==> config.mk <==
export PLATFORM = sky130hd
export DESIGN_NAME = ptm_timer
export DESIGN_NICKNAME = d
export VERILOG_FILES = /design/src/ptm_timer.v
export VERILOG_INCLUDE_DIRS = /design/src /design/src/src
export SDC_FILE = /design/constraint.sdc
export NUM_CORES = 1
export LEC_CHECK = 0
export ABC_AREA = 1
export BUFFER_PORTS_ARGS = -buffer_cell sky130_fd_sc_hd__buf_2
export CAP_MARGIN = 20
export CORE_ASPECT_RATIO = 0.75
export CORE_MARGIN = 4
export CORE_UTILIZATION = 27
export DETAILED_ROUTE_END_ITERATION = 8
export SYNTH_ARGS = -nofsm -noshare
export SYNTH_HDL_FRONTEND = slang
export SYNTH_SLANG_ARGS = --single-unit
==> constraint.sdc <==
create_clock -name clk_i -period 2.5 [get_ports clk_i]
set_input_delay 0.125 -clock clk_i [delete_from_list [all_inputs] [get_ports clk_i]]
set_output_delay 0.125 -clock clk_i [all_outputs]
set_load 0.02 [all_outputs]
==> src/ptm_consts.vh <==
// constants for the periodic timer register block
// Behaviour
// - three-bit field picks counter clock source
// - run rising edge zeroes the counter
// - run low stops counter, value kept
// - run rising edge restores output initial level
// - two-bit field selects operating mode
// - timer/counter mode ignores output level bits
// - compare A match sets, clears, toggles output
// - match to same level shows no change
// - PWM field: inactive, active, PWM, single pulse
// - capture edge: rising, falling, both, disabled
// - capture source: capture pin or clock pin
// - initial level bit sets compare-mode level
// - initial level sets PWM active level
// - invert bit inverts timer output pin; pin held low in timer and capture modes
// - clear source: compare A, or period/overflow
// - overflow clear only when period is zero
// - clear source ignored in PWM, pulse, capture
// - counter readable only, high bits zero
// - compare A and period registers reset zero
// - pause freezes counter, resume continues
// - period zero gives 1024 counts
`ifndef PTM_CONSTS_VH
`define PTM_CONSTS_VH
`define PTM_OFS_CTRL_A 12'h000
`define PTM_OFS_CTRL_B 12'h004
`define PTM_OFS_CNT_LO 12'h008
`define PTM_OFS_CNT_HI 12'h00c
`define PTM_OFS_CMPA_LO 12'h010
`define PTM_OFS_CMPA_HI 12'h014
`define PTM_OFS_PER_LO 12'h018
`define PTM_OFS_PER_HI 12'h01c
`define PTM_RST_BYTE 8'h00
`define PTM_RST_CNT 10'h000
`define PTM_CNT_MAX 10'h3ff
`define PTM_A_PAUSE 7
`define PTM_A_CKSEL_HI 6
`define PTM_A_CKSEL_LO 4
`define PTM_A_RUN 3
`define PTM_B_MODE_HI 7
`define PTM_B_MODE_LO 6
`define PTM_B_PINF_HI 5
`define PTM_B_PINF_LO 4
`define PTM_B_INIT 3
`define PTM_B_INV 2
`define PTM_B_CAPSRC 1
`define PTM_B_CLRSRC 0
`define PTM_MODE_CMP 2'b00
`define PTM_MODE_CAP 2'b01
`define PTM_MODE_PWM 2'b10
`define PTM_MODE_TMR 2'b11
`define PTM_CK_SYS4 3'h0
`define PTM_CK_SYS 3'h1
`define PTM_CK_H16 3'h2
`define PTM_CK_H64 3'h3
`define PTM_CK_SUB0 3'h4
`define PTM_CK_SUB1 3'h5
`define PTM_CK_EXTR 3'h6
`define PTM_CK_EXTF 3'h7
`define PTM_DIV4 2'h3
`endif

==> src/ptm_timer.v <==
// periodic timer: apb registers, counter, compare, capture and output pin
`timescale 1ns/1ps
`default_nettype none
`include "ptm_consts.vh"
module ptm_timer #(
    parameter CW = 10
) (
    // clock and reset
    input wire clk_i,
    input wire nrst_i,
    // apb slave
    input wire psel_i,
    input wire penable_i,
    input wire pwrite_i,
    input wire [11:0] paddr_i,
    input wire [31:0] pwdata_i,
    input wire [3:0] pstrb_i,
    output wire pready_o,
    output reg [31:0] prdata_o,
    output wire pslverr_o,
    // internal clock enables, one-cycle pulses
    input wire high_clock_div16_i,
    input wire high_clock_div64_i,
    input wire sub_clock_tick_i,
    // pins
    input wire ext_clock_pin_i,
    input wire capture_input_pin_i,
    output reg timer_output_pin_o,
    output wire timer_output_pin_n_o,
    output wire timer_output_en_o,
    // status
    output wire compare_a_hit_o,
    output wire period_hit_o,
    output wire capture_hit_o
);
    ////////////////////////////////////////////////////////////////
    reg [7:0] ctrl_a;
    reg [7:0] ctrl_b;
    reg [CW-1:0] count;
    reg [CW-1:0] cmp_a;
    reg [CW-1:0] period;
    reg [1:0] div4;
    reg [2:0] ck_sync;
    reg [2:0] cap_sync;
    reg run_d;
    reg out_q;
    reg a_hit;
    reg p_hit;
    reg c_hit;
    wire run = ctrl_a[`PTM_A_RUN];
    wire pause = ctrl_a[`PTM_A_PAUSE];
    wire [2:0] cksel = ctrl_a[`PTM_A_CKSEL_HI:`PTM_A_CKSEL_LO];
    wire [1:0] mode = ctrl_b[`PTM_B_MODE_HI:`PTM_B_MODE_LO];
    wire [1:0] pinf = ctrl_b[`PTM_B_PINF_HI:`PTM_B_PINF_LO];
    wire init_lvl = ctrl_b[`PTM_B_INIT];
    wire inv = ctrl_b[`PTM_B_INV];
    wire capsrc = ctrl_b[`PTM_B_CAPSRC];
    wire clrsrc = ctrl_b[`PTM_B_CLRSRC];
    wire run_rise = run & ~run_d;

    ////////////////////////////////////////////////////////////////
    // apb decode, zero wait states
    wire wr = psel_i & penable_i & pwrite_i & pstrb_i[0];
    wire acc = psel_i & penable_i;
    reg mapped;
    assign pready_o = 1'b1;
    assign pslverr_o = acc & ~mapped;

    // read mux and map check
    always @*
    begin
        mapped = 1'b1;
        prdata_o = 32'h0000_0000;
        case (paddr_i)
            `PTM_OFS_CTRL_A: prdata_o[7:0] = {ctrl_a[7:3], 3'b000};
            `PTM_OFS_CTRL_B: prdata_o[7:0] = ctrl_b;
            `PTM_OFS_CNT_LO: prdata_o[7:0] = count[7:0];
            `PTM_OFS_CNT_HI: prdata_o[1:0] = count[CW-1:8];
            `PTM_OFS_CMPA_LO: prdata_o[7:0] = cmp_a[7:0];
            `PTM_OFS_CMPA_HI: prdata_o[1:0] = cmp_a[CW-1:8];
            `PTM_OFS_PER_LO: prdata_o[7:0] = period[7:0];
            `PTM_OFS_PER_HI: prdata_o[1:0] = period[CW-1:8];
            default: mapped = 1'b0;
        endcase
    end

    ////////////////////////////////////////////////////////////////
    // pin synchronisers, two flops before use
    always @(posedge clk_i or negedge nrst_i)
    begin
        if (!nrst_i)
        begin
            ck_sync <= 3'b000;
            cap_sync <= 3'b000;
        end
        else
        begin
            ck_sync <= {ck_sync[1:0], ext_clock_pin_i};
            cap_sync <= {cap_sync[1:0], capture_input_pin_i};
        end
    end
    wire ck_rise = ck_sync[1] & ~ck_sync[2];
    wire ck_fall = ~ck_sync[1] & ck_sync[2];

    // clock source select
    reg tick;
    always @*
    begin
        case (cksel)
            `PTM_CK_SYS4: tick = (div4 == `PTM_DIV4);
            `PTM_CK_SYS: tick = 1'b1;
            `PTM_CK_H16: tick = high_clock_div16_i;
            `PTM_CK_H64: tick = high_clock_div64_i;
            `PTM_CK_SUB0, `PTM_CK_SUB1: tick = sub_clock_tick_i;
            `PTM_CK_EXTR: tick = ck_rise;
            `PTM_CK_EXTF: tick = ck_fall;
            default: tick = 1'b0;
        endcase
    end

    // capture trigger select
    wire cap_r = capsrc ? ck_sync[1] : cap_sync[1];
    wire cap_p = capsrc ? ck_sync[2] : cap_sync[2];
    reg cap_evt;
    always @*
    begin
        case (pinf)
            2'b00: cap_evt = cap_r & ~cap_p;
            2'b01: cap_evt = ~cap_r & cap_p;
            2'b10: cap_evt = cap_r ^ cap_p;
            default: cap_evt = 1'b0;
        endcase
    end

    ////////////////////////////////////////////////////////////////
    // compare and clear decisions
    wire counting = run & ~pause & tick & ~run_rise;
    wire a_match = counting & (count == cmp_a);
    wire p_match = counting & (count == period - 10'h001);
    wire ovf = counting & (count == `PTM_CNT_MAX);
    wire single = (mode == `PTM_MODE_PWM) & (pinf == 2'b11);
    reg clr;
    always @*
    begin
        if (mode == `PTM_MODE_CMP || mode == `PTM_MODE_TMR)
            clr = clrsrc ? a_match : (p_match | (ovf & (period == 10'h000)));
        else if (single)
            clr = 1'b0;
        else
            clr = p_match | (ovf & (period == 10'h000));
    end

    // registers, counter and pulse end
    always @(posedge clk_i or negedge nrst_i)
    begin
        if (!nrst_i)
        begin
            ctrl_a <= `PTM_RST_BYTE;
            ctrl_b <= `PTM_RST_BYTE;
            cmp_a <= `PTM_RST_CNT;
            period <= `PTM_RST_CNT;
            count <= `PTM_RST_CNT;
            div4 <= 2'h0;
            run_d <= 1'b0;
            a_hit <= 1'b0;
            p_hit <= 1'b0;
            c_hit <= 1'b0;
        end
        else
        begin
            run_d <= run;
            div4 <= div4 + 2'h1;
            a_hit <= a_match;
            p_hit <= p_match & ~(clrsrc & (mode == `PTM_MODE_CMP || mode == `PTM_MODE_TMR));
            c_hit <= 1'b0;
            if (wr && paddr_i == `PTM_OFS_CTRL_A)
                ctrl_a <= {pwdata_i[7:3], 3'b000};
            else if (single && run && a_match)
                ctrl_a[`PTM_A_RUN] <= 1'b0; // pulse ends on compare A
            else if (single && !run && ck_rise)
                ctrl_a[`PTM_A_RUN] <= 1'b1; // pin starts the pulse
            if (wr && paddr_i == `PTM_OFS_CTRL_B)
                ctrl_b <= pwdata_i[7:0];
            if (wr && paddr_i == `PTM_OFS_CMPA_LO)
                cmp_a[7:0] <= pwdata_i[7:0];
            if (wr && paddr_i == `PTM_OFS_CMPA_HI)
                cmp_a[CW-1:8] <= pwdata_i[1:0];
            if (wr && paddr_i == `PTM_OFS_PER_LO)
                period[7:0] <= pwdata_i[7:0];
            if (wr && paddr_i == `PTM_OFS_PER_HI)
                period[CW-1:8] <= pwdata_i[1:0];
            if (run_rise)
                count <= `PTM_RST_CNT;
            else if (clr)
                count <= `PTM_RST_CNT;
            else if (counting)
                count <= count + 10'h001;
            if (mode == `PTM_MODE_CAP && run && cap_evt)
            begin
                cmp_a <= count; // captured value into compare A
                c_hit <= 1'b1;
            end
        end
    end

    ////////////////////////////////////////////////////////////////
    // output level logic before polarity
    always @(posedge clk_i or negedge nrst_i)
    begin
        if (!nrst_i)
            out_q <= 1'b0;
        else if (run_rise)
            out_q <= init_lvl;
        else if (mode == `PTM_MODE_CMP && a_match)
        begin
            case (pinf)
                2'b01: out_q <= 1'b0;
                2'b10: out_q <= 1'b1;
                2'b11: out_q <= ~out_q;
                default: out_q <= out_q;
            endcase
        end
        else if (single && run && a_match)
            out_q <= ~init_lvl;
    end

    // pwm active while count below duty, full duty when duty >= period
    wire pwm_act = (count < cmp_a);
    reg lvl;
    always @*
    begin
        lvl = out_q;
        if (mode == `PTM_MODE_PWM)
        begin
            case (pinf)
                2'b00: lvl = ~init_lvl;
                2'b01: lvl = init_lvl;
                2'b10: lvl = pwm_act ? init_lvl : ~init_lvl;
                default: lvl = out_q;
            endcase
        end
    end

    // registered pin with invert, idle in timer and capture modes
    always @(posedge clk_i or negedge nrst_i)
    begin
        if (!nrst_i)
            timer_output_pin_o <= 1'b0;
        else if (mode == `PTM_MODE_TMR || mode == `PTM_MODE_CAP)
            timer_output_pin_o <= 1'b0;
        else
            timer_output_pin_o <= lvl ^ inv;
    end
    assign timer_output_pin_n_o = ~timer_output_pin_o;
    assign timer_output_en_o = (mode == `PTM_MODE_CMP) | (mode == `PTM_MODE_PWM);
    assign compare_a_hit_o = a_hit;
    assign period_hit_o = p_hit;
    assign capture_hit_o = c_hit;
endmodule
`default_nettype wire

After elaboration in Yosys (flattened, before gate mapping). Index checks and enable logic that the tools add are counted.

Logic and storage cells: 138. Register bits after elaboration: 57. Output and inout port bits: 40.

Muxes and demuxes: 28. Magnitude comparators: 1. Reductions and logical operators: 29. Add/subtract/negate cells: 3. Bitwise gates (word level): 35. Eq/ne operators: 25.

Operator list (count): == test 12 x 5 -> 1 bit (second input constant) (4); 2-to-1 mux 10 bit (4); one-hot mux 6 bit (5 select lines) (1); == test 12 x 4 -> 1 bit (second input constant) (2); == test 10 bit (2); bitwise AND 1 bit (19); 2-to-1 mux 1 bit (16); one-hot mux 2 bit (7 select lines) (1); logical AND 1 bit (13); == test 12 x 3 -> 1 bit (second input constant) (1); == test 3 bit (second input constant) (4); logical NOT 12 bit (1); NOT 1 bit (12); adder 10 x 1 -> 10 bit (second input constant) (1); == test 10 bit (second input constant) (1); == test 2 bit (second input constant) (5); logical NOT 10 bit (1); less-than comparator 10 bit (1); subtractor 10 x 1 -> 10 bit (second input constant) (1); one-hot mux 1 bit (3 select lines) (3); nonzero test 3 bit (3); 2-to-1 mux 8 bit (1); OR reduction 8 bit (1); one-hot mux 1 bit (7 select lines) (1); other kinds (15) (22).

Logic depth before layout (Yosys ltp).
Depth after elaboration: 12. Mapped depth: 13.

Worst setup path before layout. Ideal clock, no wire load.

Path type: reg-to-reg. Start: reg ctrl_b[1]. End: reg cmp_a[1]. Setup slack: 602 ps. Library setup time: 74 ps. Stages on the path, launching flop included: 10. Arrival: 1824 ps. Path buffers: 1. Clock period less this slack: 1898 ps. Cells stage by stage: dfrtp_1 -> o21ai_0 -> inv_1 -> ha_1 -> o311ai_1 -> nand2_1 -> buf_2 -> o21ai_0 -> nand2_1 -> o21ai_2.

Word-level cells in the longest chain between the ends: 6. Elaborated cells between the ends (all ways): 11.

RTL lines: start, declared (RTL line ptm_timer.v:38) `reg [7:0] ctrl_b;`; start signal, assigned (RTL line ptm_timer.v:159) `` ctrl_b <= `PTM_RST_BYTE; ``; start signal, assigned (RTL line ptm_timer.v:183) `ctrl_b <= pwdata_i[7:0];`; 2-to-1 mux 1 bit (on tied branches) (RTL line ptm_timer.v:122, ptm_timer.v:123); NOT 1 bit (on tied branches) (RTL line ptm_timer.v:129, ptm_timer.v:128); bitwise AND 1 bit (on tied branches) (RTL line ptm_timer.v:129, ptm_timer.v:128); one-hot mux 1 bit (3 select lines) * (RTL line ptm_timer.v:127) `case (pinf)`; logical AND 1 bit * (RTL line ptm_timer.v:198) `` if (mode == `PTM_MODE_CAP && run && cap_evt) ``; 2-to-1 mux 10 bit / nonzero test 2 bit (equally long branches); end signal, assigned (RTL line ptm_timer.v:160) `` cmp_a <= `PTM_RST_CNT; ``; end signal, assigned by index (RTL line ptm_timer.v:187) `cmp_a[CW-1:8] <= pwdata_i[1:0];`; end signal, assigned (RTL line ptm_timer.v:200) `cmp_a <= count;`; end, declared (RTL line ptm_timer.v:40) `reg [CW-1:0] cmp_a;`.

Mark *: on every way between the ends. The rest lies on a longest branch, timed or not. A chain may end at the register's enable or synchronous reset.

Worst setup path in the final report.
Start: reg ctrl_b[1]. End: reg cmp_a[2].

The elaborated chain is that of the path after synthesis.

==> results.json <==
{
  "status": "finished clean",
  "startpoint": "ctrl_b[1]",
  "end_kind": "flip-flop",
  "synth.largest_area_cell": "dfrtp_1",
  "crit_end": "cmp_a[2]",
  "worst_clock_skew_ps": 6.461,
  "cts_resized": 0,
  "cts.path.max_buffers": 2,
  "powerDensity_nw_per_um2": 505.3,
  "criticalPathCategory": "reg -> reg",
  "rsz0062_at_grt": "no",
  "seq_area_sq_um": 1426,
  "cts_tree": "done",
  "clk_pin_slew_ps": 50,
  "reg2reg_depth": 8,
  "syn2layout_area_growth_pct": 19.47,
  "drt-wirelength-per-cell_um": 15.43,
  "drv_cap": 0,
  "cp-start-kind": "flip-flop",
  "hold_slack_ps": 109.5,
  "r2r_start": "ctrl_b[1]",
  "r2r_slack_ps": 280,
  "tns_ps": 0,
  "wirelength_mm": 12.71,
  "gp_congestion": 0.9366,
  "h-tree-depth": 3,
  "max_slew_margin_pct": 58.92,
  "yosys_warnings": 0,
  "cpMostUsedCell": "o21ai_0",
  "synthArstFlopShare_pct": 100.0,
  "max_stage_delay_ps": 450,
  "dp.final_hpwl_mm": 10.21,
  "slowest_stage": "dfrtp_1",
  "die_y_um": 114.4,
  "syn_area_sq_um": 4074,
  "finalHoldViolCount": 0,
  "final-setup-viol-count": 0,
  "synth.area.top_cells": "dfrtp_1 (35%), nand2_1 (11%), inv_1 (8.2%)",
  "dr.pass1.iters": 6,
  "placement_rows": 38,
  "num-fill-cells": 1631,
  "yosysSeqAreaShare_pct": 35.01,
  "reg2reg_to": "cmp_a[2]",
  "min_path_type": "in -> reg",
  "p_leak_nw": 2.420,
  "worst_ep_required_time_ps": 2750,
  "fin_nets": 696,
  "arrival_ps": 2470,
  "remaining_drc_errors": 0,
  "ant_nets": 0,
  "cts_buffers": 9,
  "cp_max_fo": 16,
  "drive_above_1_share_pct": 17.47,
  "vias": 3840,
  "fin_ws_ps": 278.4,
  "initial_core_util_pct": 27.82,
  "chipWidth_um": 149.8,
  "netlist_instances": 555,
  "peakVddDrop_uv": 395.8,
  "multiInputGateArea_sq_um": 2150,
  "synth_seq_cells": 57,
  "top_level_ports": 98,
  "avgSynthCellArea_sq_um": 7.340,
  "synth_most_common_cell": "nand2_1",
  "gr-usage-all-layers_pct": 15.08,
  "synth-edff-count": 0,
  "grt_max_degree": 27,
  "synthFlopType": "dfrtp_1",
  "root_buffer": "clkbuf_16",
  "path_cells": "o21ai_0 -> inv_1 -> ha_1 -> o311ai_1 -> nand2_1 -> o31ai_4 -> o21ai_0 -> o22ai_1",
  "port_buffers": 45,
  "first_iter_violations": 368,
  "ys_top_cells_by_count": "nand2_1 (117), inv_1 (89), dfrtp_1 (57)",
  "core_area_sq_um": 14640,
  "viasPerCell": 4.660,
  "fin_crit_ps": 2222,
  "worstSkewPairLatency_ps": 330,
  "synth_top_area_share_pct": 35.01,
  "p_total_w": 0.002459,
  "clkSinkCount": 57,
  "ys_types": 44,
  "worstMarginPinSlew_ps": 616.2,
  "overflow": 0,
  "maxSlewViolCount": 0,
  "dpl_worst_slack_ps": 337.3,
  "first_global_vias": 3490,
  "grt_pass1_wl_mm": 19.53,
  "antenna_found_initial": 0,
  "die-area_sq_um": 17140,
  "finalCritPeriodShare_pct": 88.86,
  "fmax_mhz": 450.1,
  "antenna_cells": 0
}
[final cells by class]
class                      instances  share of cell area (%)
tap                              200                   5.141
clock buffer                      12                   5.270
inverter                          97                   7.506
clock inverter                     4                   1.517
timing repair buffer              60                   7.095
multi-input combinational        394                   44.16
sequential                        57                   29.31
[worst min path at each step]
stage / slack [ps] / startpoint / to / cells past startpoint
CTS: 100 / pwdata_i[2] / ctrl_b[2] / 3
global route: 120 / pwdata_i[2] / period[2] / 3
global placement: 120 / nrst_i / timer_output_pin_o / 1
floorplan: -170 / nrst_i / cap_sync[0] / 0
finish: 110 / pwdata_i[2] / ctrl_b[2] / 3
detailed placement: 110 / nrst_i / timer_output_pin_o / 1
[sequential cells by signal, summed over array words and instances (netlist names)]
name                cells
period                 10
out_q                   1
cap_sync                3
ctrl_a                  5
count                  10
ctrl_b                  8
div4                    2
capture_hit_o           1
timer_output_pin_o      1
ck_sync                 3
compare_a_hit_o         1
cmp_a                  10
period_hit_o            1
run_d                   1
[repair_timing]
action,CTS,global route
endpoints found under the setup margin,0,0
buffers inserted,0,0
hold buffers,3,0
hold endpoints to repair,19,0
[layout by cell type (no fill, tap or decap), types with 6 or more instances in the layout]
cell type,instances
nor2_1,42
o21ai_0,27
nand2_2,8
dfrtp_1,57
nor2_2,6
buf_2,45
inv_1,89
o22ai_1,21
a21oi_1,28
o221ai_1,8
inv_2,7
clkbuf_16,9
xor2_1,6
o21ai_1,16
nand2_1,117
buf_4,12
nand4_1,12
ha_1,19
nand3_1,27
conb_1,25
[metrics by stage]
stage	util (%)	area, sq um	instances
CTS	33.24	4867	824
global route	33.24	4867	824
finish	33.24	4867	824
global placement	30.78	4507	805
floorplan	-	4160	578
detailed placement	30.78	4507	805
[cells by family (layout without fill, tap and decap cells)]
kind of cell / count (synthesis) / count (layout) / share of synthesized area [%]
flops: 57 / 57 / 35.01
compound gates: 111 / 111 / 16.52
xor+xnor: 8 / 8 / 1.720
fa+ha+maj: 19 / 19 / 5.835
buf+inv: 127 / 173 / 14.34
simple gates: 231 / 231 / 26.38
other cells: 2 / 25 / 0.1843
[layer usage]
layer / track usage (%) / vias up / routed length [um]
met5: 0 / - / 0
met4: 4.631 / 0 / 198
met3: 3.324 / 15 / 1126
met2: 18.90 / 167 / 4757
met1: 24.75 / 1760 / 6630
li1: - / 1898 / -
[worst max-delay path, delay by kind of cell, from the launching register on]
kind	cells	cell delay (ps)
AO/OA/AOI/OAI	5	1110
buffers and inverters	1	90
flip-flops	1	450
adder cells (fa/ha/maj)	1	290
AND/OR/NAND/NOR	1	190
[report_power, final]
| part | total [W] | switching [W] | internal [W] |
|---|---|---|---|
| Combinational | 0.000147 | 0.000107 | 0.0000401 |
| Sequential | 0.000939 | 0.00000442 | 0.000934 |
| Clock | 0.00137 | 0.000445 | 0.000928 |
Power figures use the tool's default switching activity.
